**src/hw/burst_tx_consts.svh**
```systemverilog
// timing counts and buffer depth for the burst transmit sequencer
// assumes the master clock (clk_sys) is the device's sequencing clock
`ifndef BURST_TX_CONSTS_SVH
`define BURST_TX_CONSTS_SVH

// master-clock periods, one unit of t1
`define CAL_DONE_CYCLES     4097
`define FIRST_EDGE_CYCLES   3
`define BIT_CLOCK_PERIOD    64
`define BIT_CLOCK_HALF      32
// ramp-down after the last symbol, in half bit-clock periods (7.5 periods)
`define RAMP_DOWN_HALVES    15
`define READY_AFTER_CYCLES  30
// delay of the burst copy through the modulation pipeline, in master cycles
`define PIPE_DELAY_CYCLES   8
`define FIFO_DEPTH          16

`endif

```
**src/hw/burst_tx_pkg.sv**
```systemverilog
// types shared by the burst transmit sequencer, its checker and its bench
// assumes burst_tx_consts.svh is compiled alongside
package burst_tx_pkg;

    typedef enum logic [1:0] {
        MODE_NORMAL,
        MODE_MOD_TEST,
        MODE_FACTORY
    } op_mode_type;

    typedef enum {
        ST_SLEEP,
        ST_CALIBRATE,
        ST_IDLE,
        ST_LEAD,
        ST_ACTIVE,
        ST_RAMP_DOWN,
        ST_FINISH
    } seq_state_type;

    // status seen by the baseband side
    typedef struct packed {
        logic ready;
        logic ramp_up;
        logic ramp_down;
        logic sleeping;
    } tx_status_type;

endpackage : burst_tx_pkg

```
**src/hw/bit_fifo.sv**
```systemverilog
// small synchronous fifo for received transmit bits
// assumes one clock; push and pop may occur in the same cycle
`timescale 1ns/1ns
module bit_fifo #(
    parameter int WIDTH = 1,
    parameter int DEPTH = 16
) (
    input  wire logic             clk_sys,
    input  wire logic             resetn,
    input  wire logic             in_valid,
    output logic                  in_ready,
    input  wire logic [WIDTH-1:0] in_data,
    output logic                  out_valid,
    input  wire logic             out_ready,
    output logic      [WIDTH-1:0] out_data
);
    localparam int AW = $clog2(DEPTH);

    logic [WIDTH-1:0] mem [DEPTH];
    logic [AW-1:0]    wr_q, wr_d, rd_q, rd_d;
    logic [AW:0]      cnt_q, cnt_d;
    logic             push, pop;

    assign in_ready  = (cnt_q != (AW+1)'(DEPTH));
    assign out_valid = (cnt_q != '0);
    assign out_data  = mem[rd_q];
    assign push      = in_valid && in_ready;
    assign pop       = out_valid && out_ready;

    // pointer and fill bookkeeping
    always_comb begin
        wr_d  = push ? wr_q + AW'(1) : wr_q;
        rd_d  = pop ? rd_q + AW'(1) : rd_q;
        cnt_d = cnt_q + (AW+1)'(push) - (AW+1)'(pop);
    end

    always_ff @(posedge clk_sys or negedge resetn) begin
        if (!resetn) begin
            wr_q  <= '0;
            rd_q  <= '0;
            cnt_q <= '0;
        end else begin
            wr_q  <= wr_d;
            rd_q  <= rd_d;
            cnt_q <= cnt_d;
        end
    end

    // storage has no reset; contents are only read while counted valid
    always_ff @(posedge clk_sys) begin
        if (push) begin
            mem[wr_q] <= in_data;
        end
    end
endmodule : bit_fifo

```
**src/hw/burst_tx_seq.sv**
```systemverilog
// burst transmit sequencer: wake, calibration, bit clock and ramp control
// assumes wake, burst request, bits and mode pins come from outside clk_sys
// Operation
// - decode mode pins: normal, modulator test, reserved
// - ready within 4097 cycles after wake sampled
// - first bit clock rise three cycles after request; the code rises two cycles after the filtered request
// - bit clock 64 cycles, bits taken falling
// - ramp-down lasts seven and half bit periods
// - ready within 30 cycles of last falling edge
// - sleep while wake low, calibrate when high
// - ramp up on request high, down low
// - delayed copy of request through pipeline; the code delays the active state (ST_ACTIVE), not the request
`timescale 1ns/1ns
`include "burst_tx_consts.svh"
module burst_tx_seq #(
    parameter int CAL_CYCLES = `CAL_DONE_CYCLES,
    parameter int PIPE_DELAY = `PIPE_DELAY_CYCLES,
    parameter int FIFO_DEPTH = `FIFO_DEPTH
) (
    input  wire logic                      clk_sys,
    input  wire logic                      resetn,
    input  wire logic                      wake,
    input  wire logic                      burst_request,
    input  wire logic                      serial_tx_bits,
    input  wire logic                      mode_select_first,
    input  wire logic                      mode_select_second,
    output logic                           serial_bit_clock,
    output logic                           ready,
    output logic                           burst_delayed_out,
    output burst_tx_pkg::op_mode_type      op_mode,
    output logic                           modulator_test_mode,
    output burst_tx_pkg::tx_status_type    status,
    output logic                           symbol_valid,
    input  wire logic                      symbol_ready,
    output logic                           symbol_bit,
    output logic                           bit_overflow
);
    import burst_tx_pkg::*;

    // three-stage samplers; second and third stages must agree
    logic [2:0] wake_s_q, req_s_q, bit_s_q, m1_s_q, m2_s_q;
    logic       wake_f_q, req_f_q, bit_f_q, m1_f_q, m2_f_q;

    function automatic logic filt(input logic [2:0] s, input logic prev);
        filt = (s[1] == s[2]) ? s[1] : prev;
    endfunction : filt

    always_ff @(posedge clk_sys or negedge resetn) begin
        if (!resetn) begin
            wake_s_q <= '0;
            req_s_q  <= '0;
            bit_s_q  <= '0;
            m1_s_q   <= '0;
            m2_s_q   <= '0;
            wake_f_q <= 1'b0;
            req_f_q  <= 1'b0;
            bit_f_q  <= 1'b0;
            m1_f_q   <= 1'b0;
            m2_f_q   <= 1'b0;
        end else begin
            // sampling on rising edges of the master clock
            wake_s_q <= {wake_s_q[1:0], wake};
            req_s_q  <= {req_s_q[1:0], burst_request};
            bit_s_q  <= {bit_s_q[1:0], serial_tx_bits};
            m1_s_q   <= {m1_s_q[1:0], mode_select_first};
            m2_s_q   <= {m2_s_q[1:0], mode_select_second};
            wake_f_q <= filt(wake_s_q, wake_f_q);
            req_f_q  <= filt(req_s_q, req_f_q);
            bit_f_q  <= filt(bit_s_q, bit_f_q);
            m1_f_q   <= filt(m1_s_q, m1_f_q);
            m2_f_q   <= filt(m2_s_q, m2_f_q);
        end
    end

    // mode decode; first pin high wins regardless of the second
    op_mode_type mode_q, mode_d;
    always_comb begin
        if (m1_f_q) begin
            mode_d = MODE_FACTORY;
        end else if (m2_f_q) begin
            mode_d = MODE_MOD_TEST;
        end else begin
            mode_d = MODE_NORMAL;
        end
    end

    // sequencer state
    seq_state_type st_q, st_d;
    logic [12:0]   cnt_q, cnt_d;      // calibration / lead / tail counter
    logic [5:0]    ph_q, ph_d;        // phase within a bit-clock half period
    logic          bclk_q, bclk_d;
    logic [3:0]    half_q, half_d;    // ramp-down half periods
    logic          rdy_q, rdy_d;
    logic          take_bit;

    localparam logic [12:0] CAL_LAST  = 13'(CAL_CYCLES - 8);
    localparam logic [12:0] HALF_LAST = 13'(`BIT_CLOCK_HALF - 1);
    localparam logic [12:0] TAIL_LAST = 13'(`READY_AFTER_CYCLES - 4);

    // bit clock falls when the high half completes
    assign take_bit = bclk_q && (ph_q == 6'(`BIT_CLOCK_HALF - 1));

    always_comb begin
        st_d   = st_q;
        cnt_d  = cnt_q + 13'h1;
        ph_d   = ph_q;
        bclk_d = bclk_q;
        half_d = half_q;
        rdy_d  = rdy_q;
        // bit clock runs through the burst and the ramp-down
        if (st_q == ST_ACTIVE || st_q == ST_RAMP_DOWN) begin
            ph_d = (ph_q == 6'(`BIT_CLOCK_HALF - 1)) ? 6'h0 : ph_q + 6'h1;
            if (ph_q == 6'(`BIT_CLOCK_HALF - 1)) begin
                bclk_d = !bclk_q;
            end
        end
        case (st_q)
            ST_SLEEP: begin
                rdy_d = 1'b0;
                if (wake_f_q) begin
                    st_d  = ST_CALIBRATE;
                    cnt_d = 13'h0;
                end
            end
            ST_CALIBRATE: begin
                if (cnt_q >= CAL_LAST) begin
                    st_d  = ST_IDLE;
                    rdy_d = 1'b1;
                end
            end
            ST_IDLE: begin
                if (req_f_q && mode_q != MODE_FACTORY) begin
                    st_d  = ST_LEAD;
                    rdy_d = 1'b0;
                    cnt_d = 13'h0;
                end
            end
            ST_LEAD: begin
                // lead lasts one cycle; the sampler latency comes before it
                st_d   = ST_ACTIVE;
                bclk_d = 1'b1;
                ph_d   = 6'h0;
            end
            ST_ACTIVE: begin
                if (!req_f_q && take_bit) begin
                    st_d   = ST_RAMP_DOWN;
                    half_d = 4'h0;
                end
            end
            ST_RAMP_DOWN: begin
                if (ph_q == 6'(`BIT_CLOCK_HALF - 1)) begin
                    half_d = half_q + 4'h1;
                    // last fall of the ramp; the final low half runs in finish so
                    // ready can rise within its bound before the ramp is over
                    if (half_q == 4'(`RAMP_DOWN_HALVES - 2)) begin
                        st_d   = ST_FINISH;
                        bclk_d = 1'b0;
                        cnt_d  = 13'h0;
                    end
                end
            end
            ST_FINISH: begin
                // clock held low; count from the final falling edge
                if (cnt_q >= TAIL_LAST) begin
                    rdy_d = 1'b1;
                end
                if (cnt_q >= HALF_LAST) begin
                    st_d = ST_IDLE;
                end
            end
            default: st_d = ST_SLEEP;
        endcase
        // sleep overrides every state
        if (!wake_f_q) begin
            st_d   = ST_SLEEP;
            bclk_d = 1'b0;
            rdy_d  = 1'b0;
        end
    end

    always_ff @(posedge clk_sys or negedge resetn) begin
        if (!resetn) begin
            st_q   <= ST_SLEEP;
            cnt_q  <= '0;
            ph_q   <= '0;
            bclk_q <= 1'b0;
            half_q <= '0;
            rdy_q  <= 1'b0;
            mode_q <= MODE_NORMAL;
        end else begin
            st_q   <= st_d;
            cnt_q  <= cnt_d;
            ph_q   <= ph_d;
            bclk_q <= bclk_d;
            half_q <= half_d;
            rdy_q  <= rdy_d;
            mode_q <= mode_d;
        end
    end

    // delayed burst copy tracks the modulator pipeline so amplifiers key in step
    logic [PIPE_DELAY-1:0] pipe_q, pipe_d;
    always_comb begin
        pipe_d = {pipe_q[PIPE_DELAY-2:0], (st_q == ST_ACTIVE)};
    end
    always_ff @(posedge clk_sys or negedge resetn) begin
        if (!resetn) begin
            pipe_q <= '0;
        end else begin
            pipe_q <= pipe_d;
        end
    end

    // bits taken on the falling bit-clock edge go into the symbol buffer;
    // a stalled consumer makes the buffer fill and flags lost bits
    logic in_ready;
    logic ovf_q, ovf_d;
    logic push;
    // the fall that sees the request low starts the ramp and carries no symbol
    assign push = take_bit && st_q == ST_ACTIVE && req_f_q;
    always_comb begin
        ovf_d = ovf_q | (push & !in_ready);
        if (st_q == ST_IDLE && req_f_q) begin
            ovf_d = 1'b0;
        end
    end
    always_ff @(posedge clk_sys or negedge resetn) begin
        if (!resetn) begin
            ovf_q <= 1'b0;
        end else begin
            ovf_q <= ovf_d;
        end
    end

    bit_fifo #(
        .WIDTH (1),
        .DEPTH (FIFO_DEPTH)
    ) u_fifo (
        .clk_sys   (clk_sys),
        .resetn    (resetn),
        .in_valid  (push),
        .in_ready  (in_ready),
        .in_data   (bit_f_q),
        .out_valid (symbol_valid),
        .out_ready (symbol_ready),
        .out_data  (symbol_bit)
    );

    assign serial_bit_clock    = bclk_q;
    assign ready               = rdy_q;
    assign burst_delayed_out   = pipe_q[PIPE_DELAY-1];
    assign op_mode             = mode_q;
    assign modulator_test_mode = (mode_q == MODE_MOD_TEST);
    assign bit_overflow        = ovf_q;
    assign status.ready        = rdy_q;
    assign status.ramp_up      = (st_q == ST_LEAD) || (st_q == ST_ACTIVE);
    assign status.ramp_down    = (st_q == ST_RAMP_DOWN) || (st_q == ST_FINISH);
    assign status.sleeping     = (st_q == ST_SLEEP);
endmodule : burst_tx_seq

```
**config.mk**
```make
export PLATFORM = sky130hd
export DESIGN_NAME = burst_tx_seq
export DESIGN_NICKNAME = d
export VERILOG_FILES = /design/src/hw/burst_tx_pkg.sv /design/src/hw/bit_fifo.sv /design/src/hw/burst_tx_seq.sv
export VERILOG_INCLUDE_DIRS = /design/src /design/src/hw
export SDC_FILE = /design/constraint.sdc
export NUM_CORES = 1
export LEC_CHECK = 0
export BUFFER_PORTS_ARGS = -buffer_cell sky130_fd_sc_hd__buf_2
export CAP_MARGIN = 40
export CELL_PAD_IN_SITES_DETAIL_PLACEMENT = 1
export CELL_PAD_IN_SITES_GLOBAL_PLACEMENT = 1
export CORE_MARGIN = 3
export CORE_UTILIZATION = 47
export DETAILED_ROUTE_END_ITERATION = 16
export GPL_TIMING_DRIVEN = 1
export MAX_ROUTING_LAYER = met4
export PLACE_DENSITY_LB_ADDON = 0.1
export SKIP_LAST_GASP = 1
export SYNTH_ARGS = -nofsm -noshare
export SYNTH_HDL_FRONTEND = slang
export SYNTH_SLANG_ARGS = --single-unit
```
**constraint.sdc**
```tcl
create_clock -name clk_sys -period 6.6 [get_ports clk_sys]
set_input_delay 1.32 -clock clk_sys [delete_from_list [all_inputs] [get_ports clk_sys]]
set_output_delay 1.32 -clock clk_sys [all_outputs]
set_load 0.02 [all_outputs]
```
**After elaboration in Yosys (flattened, before gate mapping)**

Memory sizes are Yosys's and may differ from the RTL's.
Cells that the tools add are included.

- Register bits after elaboration: 101
- Memory bits (writable): 16
- Bits of input ports: 8
- Output and inout bits: 13
- Logic and storage cells: 123
- Memories kept: 1

Memory list:

| memory | words | width | rd ports | clocked after Yosys merged registers in | write ports | RTL line | source |
|---|---|---|---|---|---|---|---|
| u_fifo.mem | 16 | 1 | 1 | 0 | 1 | bit_fifo.sv:19 | `logic [WIDTH-1:0] mem [DEPTH];` |

- Add/subtract/negate cells: 7
- Magnitude comparators: 3
- Equality and inequality tests: 31
- Multiplexer cells: 35
- Bitwise operators: 2
- Reductions and logical operators: 22

Operators by type and width:

| cell | count |
|---|---|
| 32-bit two-way mux | 7 |
| 32-bit one-hot mux with 7 select lines | 1 |
| 32-bit by 3-bit == test with 1-bit output (second input constant) | 5 |
| 32-bit by 4-bit == test with 1-bit output (second input constant) | 3 |
| 32-bit by 2-bit == test with 1-bit output (second input constant) | 2 |
| 32-bit zero test | 2 |
| 13-bit two-way mux | 4 |
| 13-bit one-hot mux with 3 select lines | 1 |
| 32-bit by 1-bit == test with 1-bit output (second input constant) | 1 |
| 13-bit by 5-bit >= comparator with 1-bit output (second input constant) | 2 |
| 3-bit inequality test (second input constant) | 7 |
| 6-bit two-way mux | 3 |
| 13-bit by 1-bit adder with 13-bit output (second input constant) | 1 |
| 13-bit by 12-bit >= comparator with 1-bit output (second input constant) | 1 |
| 1-bit two-way mux | 13 |
| 4-bit by 1-bit adder with 4-bit output (second input constant) | 3 |
| 1-bit logical AND | 8 |
| 4-bit two-way mux | 2 |
| 4-bit one-hot mux with 2 select lines | 1 |
| 6-bit by 1-bit adder with 6-bit output (second input constant) | 1 |
| 6-bit by 5-bit == test with 1-bit output (second input constant) | 1 |
| 2-bit inequality test (second input constant) | 3 |
| 6-bit AND reduction | 1 |
| 5-bit by 1-bit adder with 5-bit output | 1 |
| other kinds (17) | 26 |

**Longest topological paths before layout**

Gate-level depths: netlist of run 1.

- Depth after elaboration: 7
- Gate-level depth with buffers: 15
- Mapped depth without buffers: 14

**By module**

Synthesis of run 1 repeated with hierarchy kept, for this count alone.

- Cells, all modules: 347
- Area, all modules: 4001.3 um^2

Modules (own cells, without submodules):

| module | times used | cells an instance | area each (um^2) | seq. area each (um^2) |
|---|---|---|---|---|
| burst_tx_seq | 1 | 229 | 2546.2 | 1476.4 |
| bit_fifo | 1 | 118 | 1455.1 | 805.8 |

**Worst setup path before layout of run 1**

Ideal clock, no wire load.

- Path kind: flip-flop to output port
- Start: reg u_fifo.rd_q[0]
- End: out symbol_bit
- Arrival time: 1706 ps
- Required time: 5280 ps
- Slack: 3574 ps
- Stages on the path, launching flop included: 4
- Path buffers: 1
- Cells stage by stage: dfrtp_1 clkbuf_1 mux4_2 mux4_2

- Cells in the longest elaborated chain, start to end: 1

Ends and longest elaborated chain:

| what | RTL line | source |
|---|---|---|
| from (decl) | bit_fifo.sv:20 | `logic [AW-1:0] wr_q, wr_d, rd_q, rd_d;` |
| from (signal assigned) | bit_fifo.sv:44 | `rd_q <= rd_d;` |
| memory 16 x 1 bit | -- |  |
| to (decl) | burst_tx_seq.sv:35 | `output logic symbol_bit,` |

Every way passes these cells.

**Worst setup path in the final report of run 1**

Ends and elaborated chain as after synthesis.

==> impl_metrics.yaml, run 1 <==
outcome:
  status: "finished clean"
clocking:
  cts_setup_buffers: 0
  cts_sinks: 88
  cts_buffer_depth: 2
  ctsHtreeMaxLevel: 3
  clk_latency_ns: 0.36
  root_buffer: "clkbuf_8"
  clk_pin_slew_ns: 0.10
  hold_buffers: 0
  cts.repair.resized: 0
  cts_buffers: 9
  cts_tree: "built"
grt:
  grt_pass1_wl_mm: 13.0
  antenna_found_initial: 0
  grt_max_degree: 50
  grt.total_usage: 0.174
  grt_overflow: 0
  first_global_vias: 2642
min_path:
  hold_class: "reg2reg"
  worstHoldPathCells: 0
  min_to: "pipe_q[6]"
  holdCritStartpoint: "pipe_q[5]"
power_and_ir_drop:
  leakage_nw: 1.86
  ir_worst_vdd_v: 0.000142
  powerDensity_mw_per_mm2: 345
worst_setup_path:
  crit_chain: "mux4_2 > mux4_2 > buf_2"
  critPathTopFamily: "multiplexers"
  max_stage_delay_ns: 0.58
  worstRegToRegCells: 14
  endpoint_kind: "primary output"
  rr_startpoint: "ph_q[0]"
  slowest_stage: "dfrtp_1"
  criticalPathCategory: "reg2out"
  worstPathMaxFanout: 7
  cp-start-kind: "register"
  cp_data_required_time_ns: 5.28
  cpMostUsedCell: "mux4_2"
  worst-path-buf-inv: 1
  reg2reg_slack_ns: 3.57
  r2r_end: "u_fifo.cnt_q[4]"
  crit_arrival_ns: 2.13
synth:
  syn_area_per_cell_um2: 11.9
  syn_nets: 358
  yosysSeqAreaShare: 0.581
  yosys_warnings: 0
  postSynthCellCount: 331
  synth_cell_types: 50
  syn_area_mm2: 0.00393
  yosys_register_bits: 88
  ys.flop_type: "dfrtp_1"
  async_reset_ff_frac: 0.818
  synth_edf_count: 16
sta:
  finalCritPeriodShare: 0.522
  fin_crit_ns: 3.45
  fmax_mhz: 290
  max_slew_margin: 0.592
  clock_skew_ns: 0.0157
  max_slew.worst_pin.slew_ns: 0.612
  finalHoldViolations: 0
  rsz0062_at_grt: "no"
  tns_ns: 0
  finalMaxSlewViolations: 0
  setup_viol: 0
flow_run:
  drv_cap: 0
final_layout:
  synthToLayoutAreaGrowth_pct: 9.56
  antenna_cells: 0
  drive_gt1_frac: 0.144
  nets: 377
  fin_util: 0.542
placement:
  globalplace.congestion: 0.833
  portBuffers: 20
  hpwl_mm: 5.20
routing:
  wl_per_cell_um: 15.8
  finalWirelength_mm: 7.20
  dr.pass1.iters: 4
  drc: 0
  vias_per_cell: 5.34
  drt_iter0_markers: 75
  ant_nets: 0
  vias: 2440
floorplanning:
  io_pins: 21
  num_rows: 32
  fp.dieH_um: 97.4
  die-area_mm2: 0.00948
  core_area_mm2: 0.00793
  die_w_um: 97.4
  start_util: 0.495
==> cells in the final DEF (no fill, tap or decap), drive strengths merged, types with 4 or more instances in the layout <==
master  count
a21oi      14
nor2       43
nand2      24
a21o        4
nand3       7
nand4       4
nor4        5
and3        4
xor2        7
mux4        5
clkbuf      9
maj3        5
buf        21
dfrtp      72
edfxtp     16
ha         18
inv        22
xnor2      17
nand2b      5
o21ai       4
nor3       11
nor2b       4
==> cells in the mapped netlist (4+ instances only) <==
library cell,instances,share of area
xor2_1,7,0.016
nand4_1,4,0.0064
xnor2_1,17,0.038
a21o_1,4,0.0077
a21oi_1,14,0.018
nor2b_1,4,0.0064
maj3_1,5,0.013
nor3_1,10,0.013
buf_2,4,0.0051
nor2_1,43,0.041
edfxtp_1,16,0.12
nand2b_1,5,0.0080
clkbuf_1,6,0.0057
nand2_1,22,0.021
and3_1,4,0.0064
mux4_2,5,0.029
nand3_1,7,0.0089
inv_1,19,0.018
ha_1,18,0.057
dfrtp_1,72,0.46
nor4_1,4,0.0064
o21ai_0,4,0.0051
==> sequential cells by signal, indices dropped and copies added, names as in the netlist, 2 cells and up <==
name / flops
cnt_q: 13
u_fifo.rd_q: 4
m2_s_q: 3
u_fifo.mem: 16
wake_s_q: 3
u_fifo.wr_q: 4
m1_s_q: 3
bit_s_q: 3
op_mode: 2
pipe_q: 8
st_q: 3
half_q: 4
req_s_q: 3
ph_q: 6
u_fifo.cnt_q: 5
==> cell type report <==
| type | instances | area, um2 |
|---|---|---|
| clock buffers | 9 | 124 |
| clock inverters | 7 | 55.1 |
| fillers | 841 | 3630 |
| inverters | 19 | 71.3 |
| multi-input cells | 211 | 1510 |
| flip-flops and latches | 88 | 2280 |
| well taps | 102 | 128 |
| repair buffers | 21 | 130 |
==> stage by stage <==
stage	instance area (um2)	cells	setup slack, ns	hold slack (ns)	power (mW)
floorplan	3930	331	3.57	0.331	1.05
CTS	4300	457	3.11	0.357	1.50
finish	4300	457	3.15	0.355	1.48
global placement	4090	440	3.55	0.332	1.13
global route	4300	457	3.04	0.366	1.59
detailed placement	4120	441	3.47	0.336	1.16
==> per-layer routing <==
metal	part of all wire	vias up	GRT usage	wire length, um
met5	0	-	-	0
met4	0.017	0	0.0543	119
met3	0.022	13	0.0431	158
met2	0.49	26	0.261	3500
met1	0.48	1222	0.236	3420
li1	-	1179	-	-
==> cells by family after synthesis <==
kind of cell | count (synthesis) | synth area share
and+or+nand+nor | 119 | 0.158
DFF | 88 | 0.581
AOI/OAI and AO/OA | 36 | 0.0609
buffers and inverters | 32 | 0.0338
xor gates and xnor gates | 24 | 0.0536
adders and majority gates | 24 | 0.0752
muxes | 8 | 0.0370
==> power by group <==
part	leakage [nW]	internal, mW	total (mW)	switching [mW]
combinational	0.706	0.188	0.395	0.207
sequential	1.07	0.628	0.740	0.112
clock	0.0866	0.141	0.348	0.207
total	1.86	0.957	1.48	0.525
==> worst max-delay path by stage <==
stage,cells after the start,to,slack [ns],startpoint
2_1_floorplan,3,symbol_bit,3.57,u_fifo.rd_q[0]
3_3_place_gp,12,u_fifo.cnt_q[4],3.55,symbol_ready
3_5_place_dp,12,u_fifo.cnt_q[4],3.47,symbol_ready
4_1_cts,3,symbol_bit,3.11,u_fifo.rd_q[0]
5_1_grt,3,symbol_bit,3.04,u_fifo.rd_q[0]
6_report,3,symbol_bit,3.15,u_fifo.rd_q[0]
No activity file was read; power rests on OpenSTA's default activity.
==> inputs of run 2 (changes only) <==
--- a/config.mk
+++ b/config.mk
@@ -6,6 +6,7 @@
 export SDC_FILE = /design/constraint.sdc
 export NUM_CORES = 1
 export LEC_CHECK = 0
+export ABC_AREA = 1
 export BUFFER_PORTS_ARGS = -buffer_cell sky130_fd_sc_hd__buf_2
 export CAP_MARGIN = 40
 export CELL_PAD_IN_SITES_DETAIL_PLACEMENT = 1
==> constraint.sdc (replaced) <==
create_clock -name clk_sys -period 3.4 [get_ports clk_sys]
set_input_delay 0.68 -clock clk_sys [delete_from_list [all_inputs] [get_ports clk_sys]]
set_output_delay 0.68 -clock clk_sys [all_outputs]
set_load 0.02 [all_outputs]
==> run 2 against run 1 <==
Effect of this change:
- sequential share of layout area down 2.6 points
- worst setup slack lost 2.6 ns
- critical path depth up 13
- via count up 18%
- sequential cell count stayed put
- clock power increased by 100%
- global-route usage up 1.5 points
- final area grew 5.1%
- combinational power grew 110%
- count of clock-buffer cells in the layout rose by 1
==> impl_metrics.yaml, run 2 <==
outcome:
  status: "finished clean"
routing:
  drc: 0
  finalWirelength_mm: 8.10
  ant_nets: 0
  wl_per_cell_um: 14.3
  drt_iter0_markers: 79
  vias_per_cell: 5.08
  dr.pass1.iters: 4
  vias: 2888
synth:
  ys.flop_type: "dfrtp_1"
  yosysSeqAreaShare: 0.556
  yosys_warnings: 0
  async_reset_ff_frac: 0.818
  syn_area_mm2: 0.00410
  syn_nets: 458
  yosys-top-cells-area: "dfrtp_1 44%, edfxtp_1 12%, nand2_1 6.4%"
  yosys.area.top_type: "dfrtp_1"
  yosys_register_bits: 88
  syn_area_per_cell_um2: 9.52
  postSynthCellCount: 431
  synth.cells.most_frequent: "72 x dfrtp_1, 70 x nand2_1, 68 x nor2_1, 54 x inv_1, 21 x nand3_1"
  synth_cell_types: 35
  synth_edf_count: 16
  yosysTopAreaCellShare: 0.439
  synth.most_common_cell: "dfrtp_1"
clocking:
  cts_buffer_depth: 2
  root_buffer: "clkbuf_8"
  hold_buffers: 0
  cts_setup_buffers: 0
  cts_sinks: 88
  cts_buffers: 9
  clk_latency_ns: 0.36
  cts_tree: "built"
  ctsHtreeMaxLevel: 3
  clk_pin_slew_ns: 0.10
  cts.repair.resized: 0
worst_setup_path:
  rr_startpoint: "ph_q[0]"
  worstPathMaxFanout: 6
  max_stage_delay_ns: 0.40
  r2r_end: "u_fifo.cnt_q[4]"
  worstRegToRegCells: 16
  slowest_stage: "dfrtp_1"
  criticalPathCategory: "reg2reg"
  crit_arrival_ns: 3.14
  crit_chain: "ha_1 > nand2_1 > nor2_1 > nand2_1 > inv_1 > ha_1 > inv_1 > nor3_2 > nand2_2 > inv_2 > ha_1 > inv_1 > fa_1 > o21ai_0 > a21oi_1 > xor2_1"
  cp-start-kind: "register"
  cp_data_required_time_ns: 3.65
  critPathTopFamily: "adder cells"
  reg2reg_slack_ns: 0.51
  endpoint_kind: "register"
  worst-path-buf-inv: 4
final_layout:
  reg.largest.list: "u_fifo.mem (16), cnt_q (13), pipe_q (8)"
  largest-register: "u_fifo.mem"
  antenna_cells: 0
  layout_commonest_cell: "dfrtp_1"
  largest_reg_flops: 16
  synthToLayoutAreaGrowth_pct: 10.2
  drive_gt1_frac: 0.132
  layout_common_cells: "72 x dfrtp_1, 70 x nand2_1, 68 x nor2_1"
  nets: 485
grt:
  grt.total_usage: 0.190
  grt_util_met1: 0.231
  use_met2: 0.324
  antenna_found_initial: 0
  grt_pass1_wl_mm: 14.5
  grt_overflow: 0
  first_global_vias: 3115
  grt-busiest-layer: "met2"
  grt_max_degree: 62
  grtUsageMet3: 0.0337
sta:
  rsz0062_at_grt: "no"
  fmax_mhz: 346
  finalHoldViolations: 0
  finalMaxSlewViolations: 0
  tns_ns: 0
  layout_setup_ws_ns: 0.506
  setup_viol: 0
  max_slew.worst_pin.slew_ns: 0.452
  max_slew_margin: 0.696
  clock_skew_ns: 0.0118
  fin_crit_ns: 2.89
  finalCritPeriodShare: 0.851
placement:
  portBuffers: 20
  dpl_worst_slack_ns: 0.487
  hpwl_mm: 6.11
  globalplace.congestion: 0.804
floorplanning:
  start_util: 0.492
  core_area_mm2: 0.00834
  io_pins: 21
  die-area_mm2: 0.00989
  fp.dieH_um: 99.4
  num_rows: 33
  die_w_um: 99.4
flow_run:
  drv_cap: 0
power_and_ir_drop:
  ir_worst_vdd_v: 0.000289
  power_mw: 2.95
  leakage_nw: 2.13
  powerDensity_mw_per_mm2: 652
min_path:
  hold_class: "in2async"
[run 2: worst max path at each step]
stage | from | to | slack, ns | depth (start not counted)
6_report | ph_q[0] | u_fifo.cnt_q[4] | 0.51 | 16
5_1_grt | ph_q[0] | u_fifo.cnt_q[4] | 0.11 | 16
4_1_cts | ph_q[0] | u_fifo.cnt_q[4] | 0.47 | 16
3_5_place_dp | ph_q[0] | u_fifo.cnt_q[4] | 0.49 | 16
3_3_place_gp | ph_q[0] | u_fifo.cnt_q[4] | 0.61 | 16
2_1_floorplan | ph_q[0] | u_fifo.cnt_q[4] | 0.82 | 16
[run 2: kinds of logic (layout without fill, tap and decap cells)]
family,Yosys count,in the layout,synth area share
flip-flops,88,88,0.556
adder cells (fa/ha/maj),24,24,0.0720
AO/OA/AOI/OAI,44,44,0.0601
buffers and inverters,64,96,0.0634
XOR/XNOR,19,19,0.0406
AND/OR/NAND/NOR,192,192,0.208
[run 2: per-stage QoR]
step                instances  area [um2]   util  hold WS, ns
finish                    568        4520  0.542        0.150
global route              568        4520  0.542        0.138
CTS                       568        4520  0.542        0.141
detailed placement        552        4330  0.519        0.337
global placement          551        4300  0.515        0.333
floorplan                 431        4100      -        0.331
[run 2: layout make-up]
type,count,area (um2)
Clock buffer,10,149
Multi-Input combinational cell,279,1560
Fill cell,979,3820
Tap cell,105,131
Timing Repair Buffer,21,130
Sequential cell,88,2280
Inverter,59,221
Clock inverter,6,46.3
[run 2: metal layers]
metal,routed length (um),share of wire,up-vias
li1,-,-,1428
met1,3600,0.44,1418
met2,4220,0.52,30
met3,174,0.021,12
met4,105,0.013,0
met5,0,0,-
[run 2: report_power, final]
group	total (mW)	switching, mW	internal (mW)
logic	0.841	0.530	0.311
registers	1.40	0.171	1.22
clock network	0.713	0.396	0.317
==> inputs of run 3 (changes only) <==
--- a/config.mk
+++ b/config.mk
@@ -16,7 +16,7 @@
 export DETAILED_ROUTE_END_ITERATION = 16
 export GPL_TIMING_DRIVEN = 1
 export MAX_ROUTING_LAYER = met4
-export PLACE_DENSITY_LB_ADDON = 0.1
+export PLACE_DENSITY_LB_ADDON = 0.15
 export SKIP_LAST_GASP = 1
 export SYNTH_ARGS = -nofsm -noshare
 export SYNTH_HDL_FRONTEND = slang
==> constraint.sdc (replaced) <==
create_clock -name clk_sys -period 3.6 [get_ports clk_sys]
set_input_delay 0.72 -clock clk_sys [delete_from_list [all_inputs] [get_ports clk_sys]]
set_output_delay 0.72 -clock clk_sys [all_outputs]
set_load 0.02 [all_outputs]
==> run 3 against run 2 <==
Effect of this change:
- clock skew down 0.0021 ns
- register-to-register slack better by 0.14 ns
- die area unchanged
- sequential power is 6% lower
- combinational power is 6.3% lower
- non-clock buffer count is the same
- critical path depth stayed put
- count of clock-buffer cells in the layout fell by 1
- sequential cell count unchanged
- final area decreased by 0.58%
==> impl_metrics.yaml, run 3 (synthesis gave the netlist of run 2 again) <==
outcome:
  status: "finished clean"
sta:
  layout_setup_ws_ns: 0.648
  finalMaxSlewViolations: 0
  fin_crit_ns: 2.95
  clock_skew_ns: 0.00963
  finalHoldViolations: 0
  tns_ns: 0
  rsz0062_at_grt: "no"
  setup_viol: 0
  max_slew.worst_pin.slew_ns: 0.490
  finalCritPeriodShare: 0.820
  max_slew_margin: 0.670
  fmax_mhz: 339
grt:
  grt_pass1_wl_mm: 14.7
  grt.total_usage: 0.192
  grt_overflow: 0
  grt_max_degree: 39
  antenna_found_initial: 0
  first_global_vias: 3084
final_layout:
  reg.largest.list: "u_fifo.mem (16), cnt_q (13), pipe_q (8)"
  largest-register: "u_fifo.mem"
  drive_gt1_frac: 0.132
  nets: 485
  layout_common_cells: "72 x dfrtp_1, 70 x nand2_1, 68 x nor2_1"
  layout_commonest_cell: "dfrtp_1"
  largest_reg_flops: 16
  antenna_cells: 0
  synthToLayoutAreaGrowth_pct: 9.55
clocking:
  hold_buffers: 0
  cts_buffers: 9
  root_buffer: "clkbuf_8"
  cts_sinks: 88
  cts_setup_buffers: 0
  cts.repair.resized: 0
  clk_pin_slew_ns: 0.10
  ctsHtreeMaxLevel: 3
  cts_buffer_depth: 2
  cts_tree: "built"
  clk_latency_ns: 0.36
floorplanning:
  io_pins: 21
  core_area_mm2: 0.00834
  die-area_mm2: 0.00989
  die_w_um: 99.4
  fp.dieH_um: 99.4
  start_util: 0.492
  num_rows: 33
routing:
  dr.pass1.iters: 4
  finalWirelength_mm: 8.19
  vias_per_cell: 5.07
  vias: 2880
  drc: 0
  wl_per_cell_um: 14.4
  drt_iter0_markers: 89
  ant_nets: 0
power_and_ir_drop:
  leakage_nw: 2.12
  swShare: 0.378
  powerDensity_mw_per_mm2: 610
  intPower_mw: 1.71
  pwr-share-seq: 0.482
  pwr-share-comb: 0.287
  ir_worst_vdd_v: 0.000325
  clkPwrFrac: 0.231
  switching_power_mw: 1.04
worst_setup_path:
  cp_data_required_time_ns: 3.84
  criticalPathCategory: "reg2reg"
  reg2reg_slack_ns: 0.65
  worstPathMaxFanout: 6
  cp-start-kind: "register"
  crit_arrival_ns: 3.20
  endpoint_kind: "register"
placement:
  globalplace.congestion: 0.862
  portBuffers: 20
  hpwl_mm: 6.08
  dpl_worst_slack_ns: 0.690
flow_run:
  drv_cap: 0
min_path:
  hold_class: "in2async"
## run 3: changes by cell type in the layout (fill, tap and decap cells not counted), sizes merged
| cell | before | now |
|---|---|---|
| clkbuf | 10 | 9 |
| inv | 61 | 62 |
## run 3: path summary, 6_finish.rpt
path / start / end / depth (start not counted)
setup reg to reg: ph_q[0] / u_fifo.cnt_q[4] / 16
setup / recovery: ph_q[0] / u_fifo.cnt_q[4] / 16
max in group asynchronous: resetn / wake_s_q[1] / 2
hold / removal: resetn / u_fifo.cnt_q[2] / 1
min in group clk_sys: pipe_q[6] / pipe_q[7] / 0
hold reg to reg: pipe_q[6] / pipe_q[7] / 0
## run 3: layout make-up
cell class                      count  area [um2]
Timing Repair Buffer               21         123
Clock buffer                        9         124
Fill cell                         972        3850
Clock inverter                      7        52.6
Inverter                           59         221
Tap cell                          105         131
Multi-Input combinational cell    279        1560
Sequential cell                    88        2280
## run 3: critical path, cell delays in order (launching register included)
cell and delay, ns:
dfrtp_1 0.41, ha_1 0.19, nand2_1 0.10, nor2_1 0.16
nand2_1 0.14, inv_1 0.12, ha_1 0.16, inv_1 0.06
nor3_2 0.20, nand2_2 0.12, inv_2 0.12, ha_1 0.17
inv_1 0.05, fa_1 0.40, o21ai_0 0.19, a21oi_1 0.10
xor2_1 0.14
## run 3: through the flow
| stage | power, mW | area [um2] | hold WS [ns] | instances | util |
|---|---|---|---|---|---|
| after floorplan | 1.93 | 4100 | 0.331 | 431 | - |
| after global placement | 2.09 | 4300 | 0.333 | 551 | 0.515 |
| after detailed placement | 2.14 | 4320 | 0.339 | 552 | 0.518 |
| after CTS | 2.79 | 4490 | 0.325 | 568 | 0.539 |
| after global routing | 2.97 | 4490 | 0.334 | 568 | 0.539 |
| final | 2.74 | 4490 | 0.308 | 568 | 0.539 |
## run 3: layer usage
| metal | vias up | track usage | part of all wire |
|---|---|---|---|
| met2 | 25 | 0.321 | 0.51 |
| met3 | 13 | 0.0379 | 0.020 |
| met4 | 0 | 0.0599 | 0.015 |
| li1 | 1422 | - | - |
| met5 | - | - | 0 |
| met1 | 1420 | 0.236 | 0.46 |
## run 3: power by group through the flow
stage	registers [mW]	clock network (mW)	logic [mW]
5_1_grt	1.35	0.695	0.924
3_5_place_dp	1.34	0	0.801
3_3_place_gp	1.33	0	0.760
2_1_floorplan	1.29	0	0.641
4_1_cts	1.32	0.654	0.811
6_report	1.32	0.634	0.788
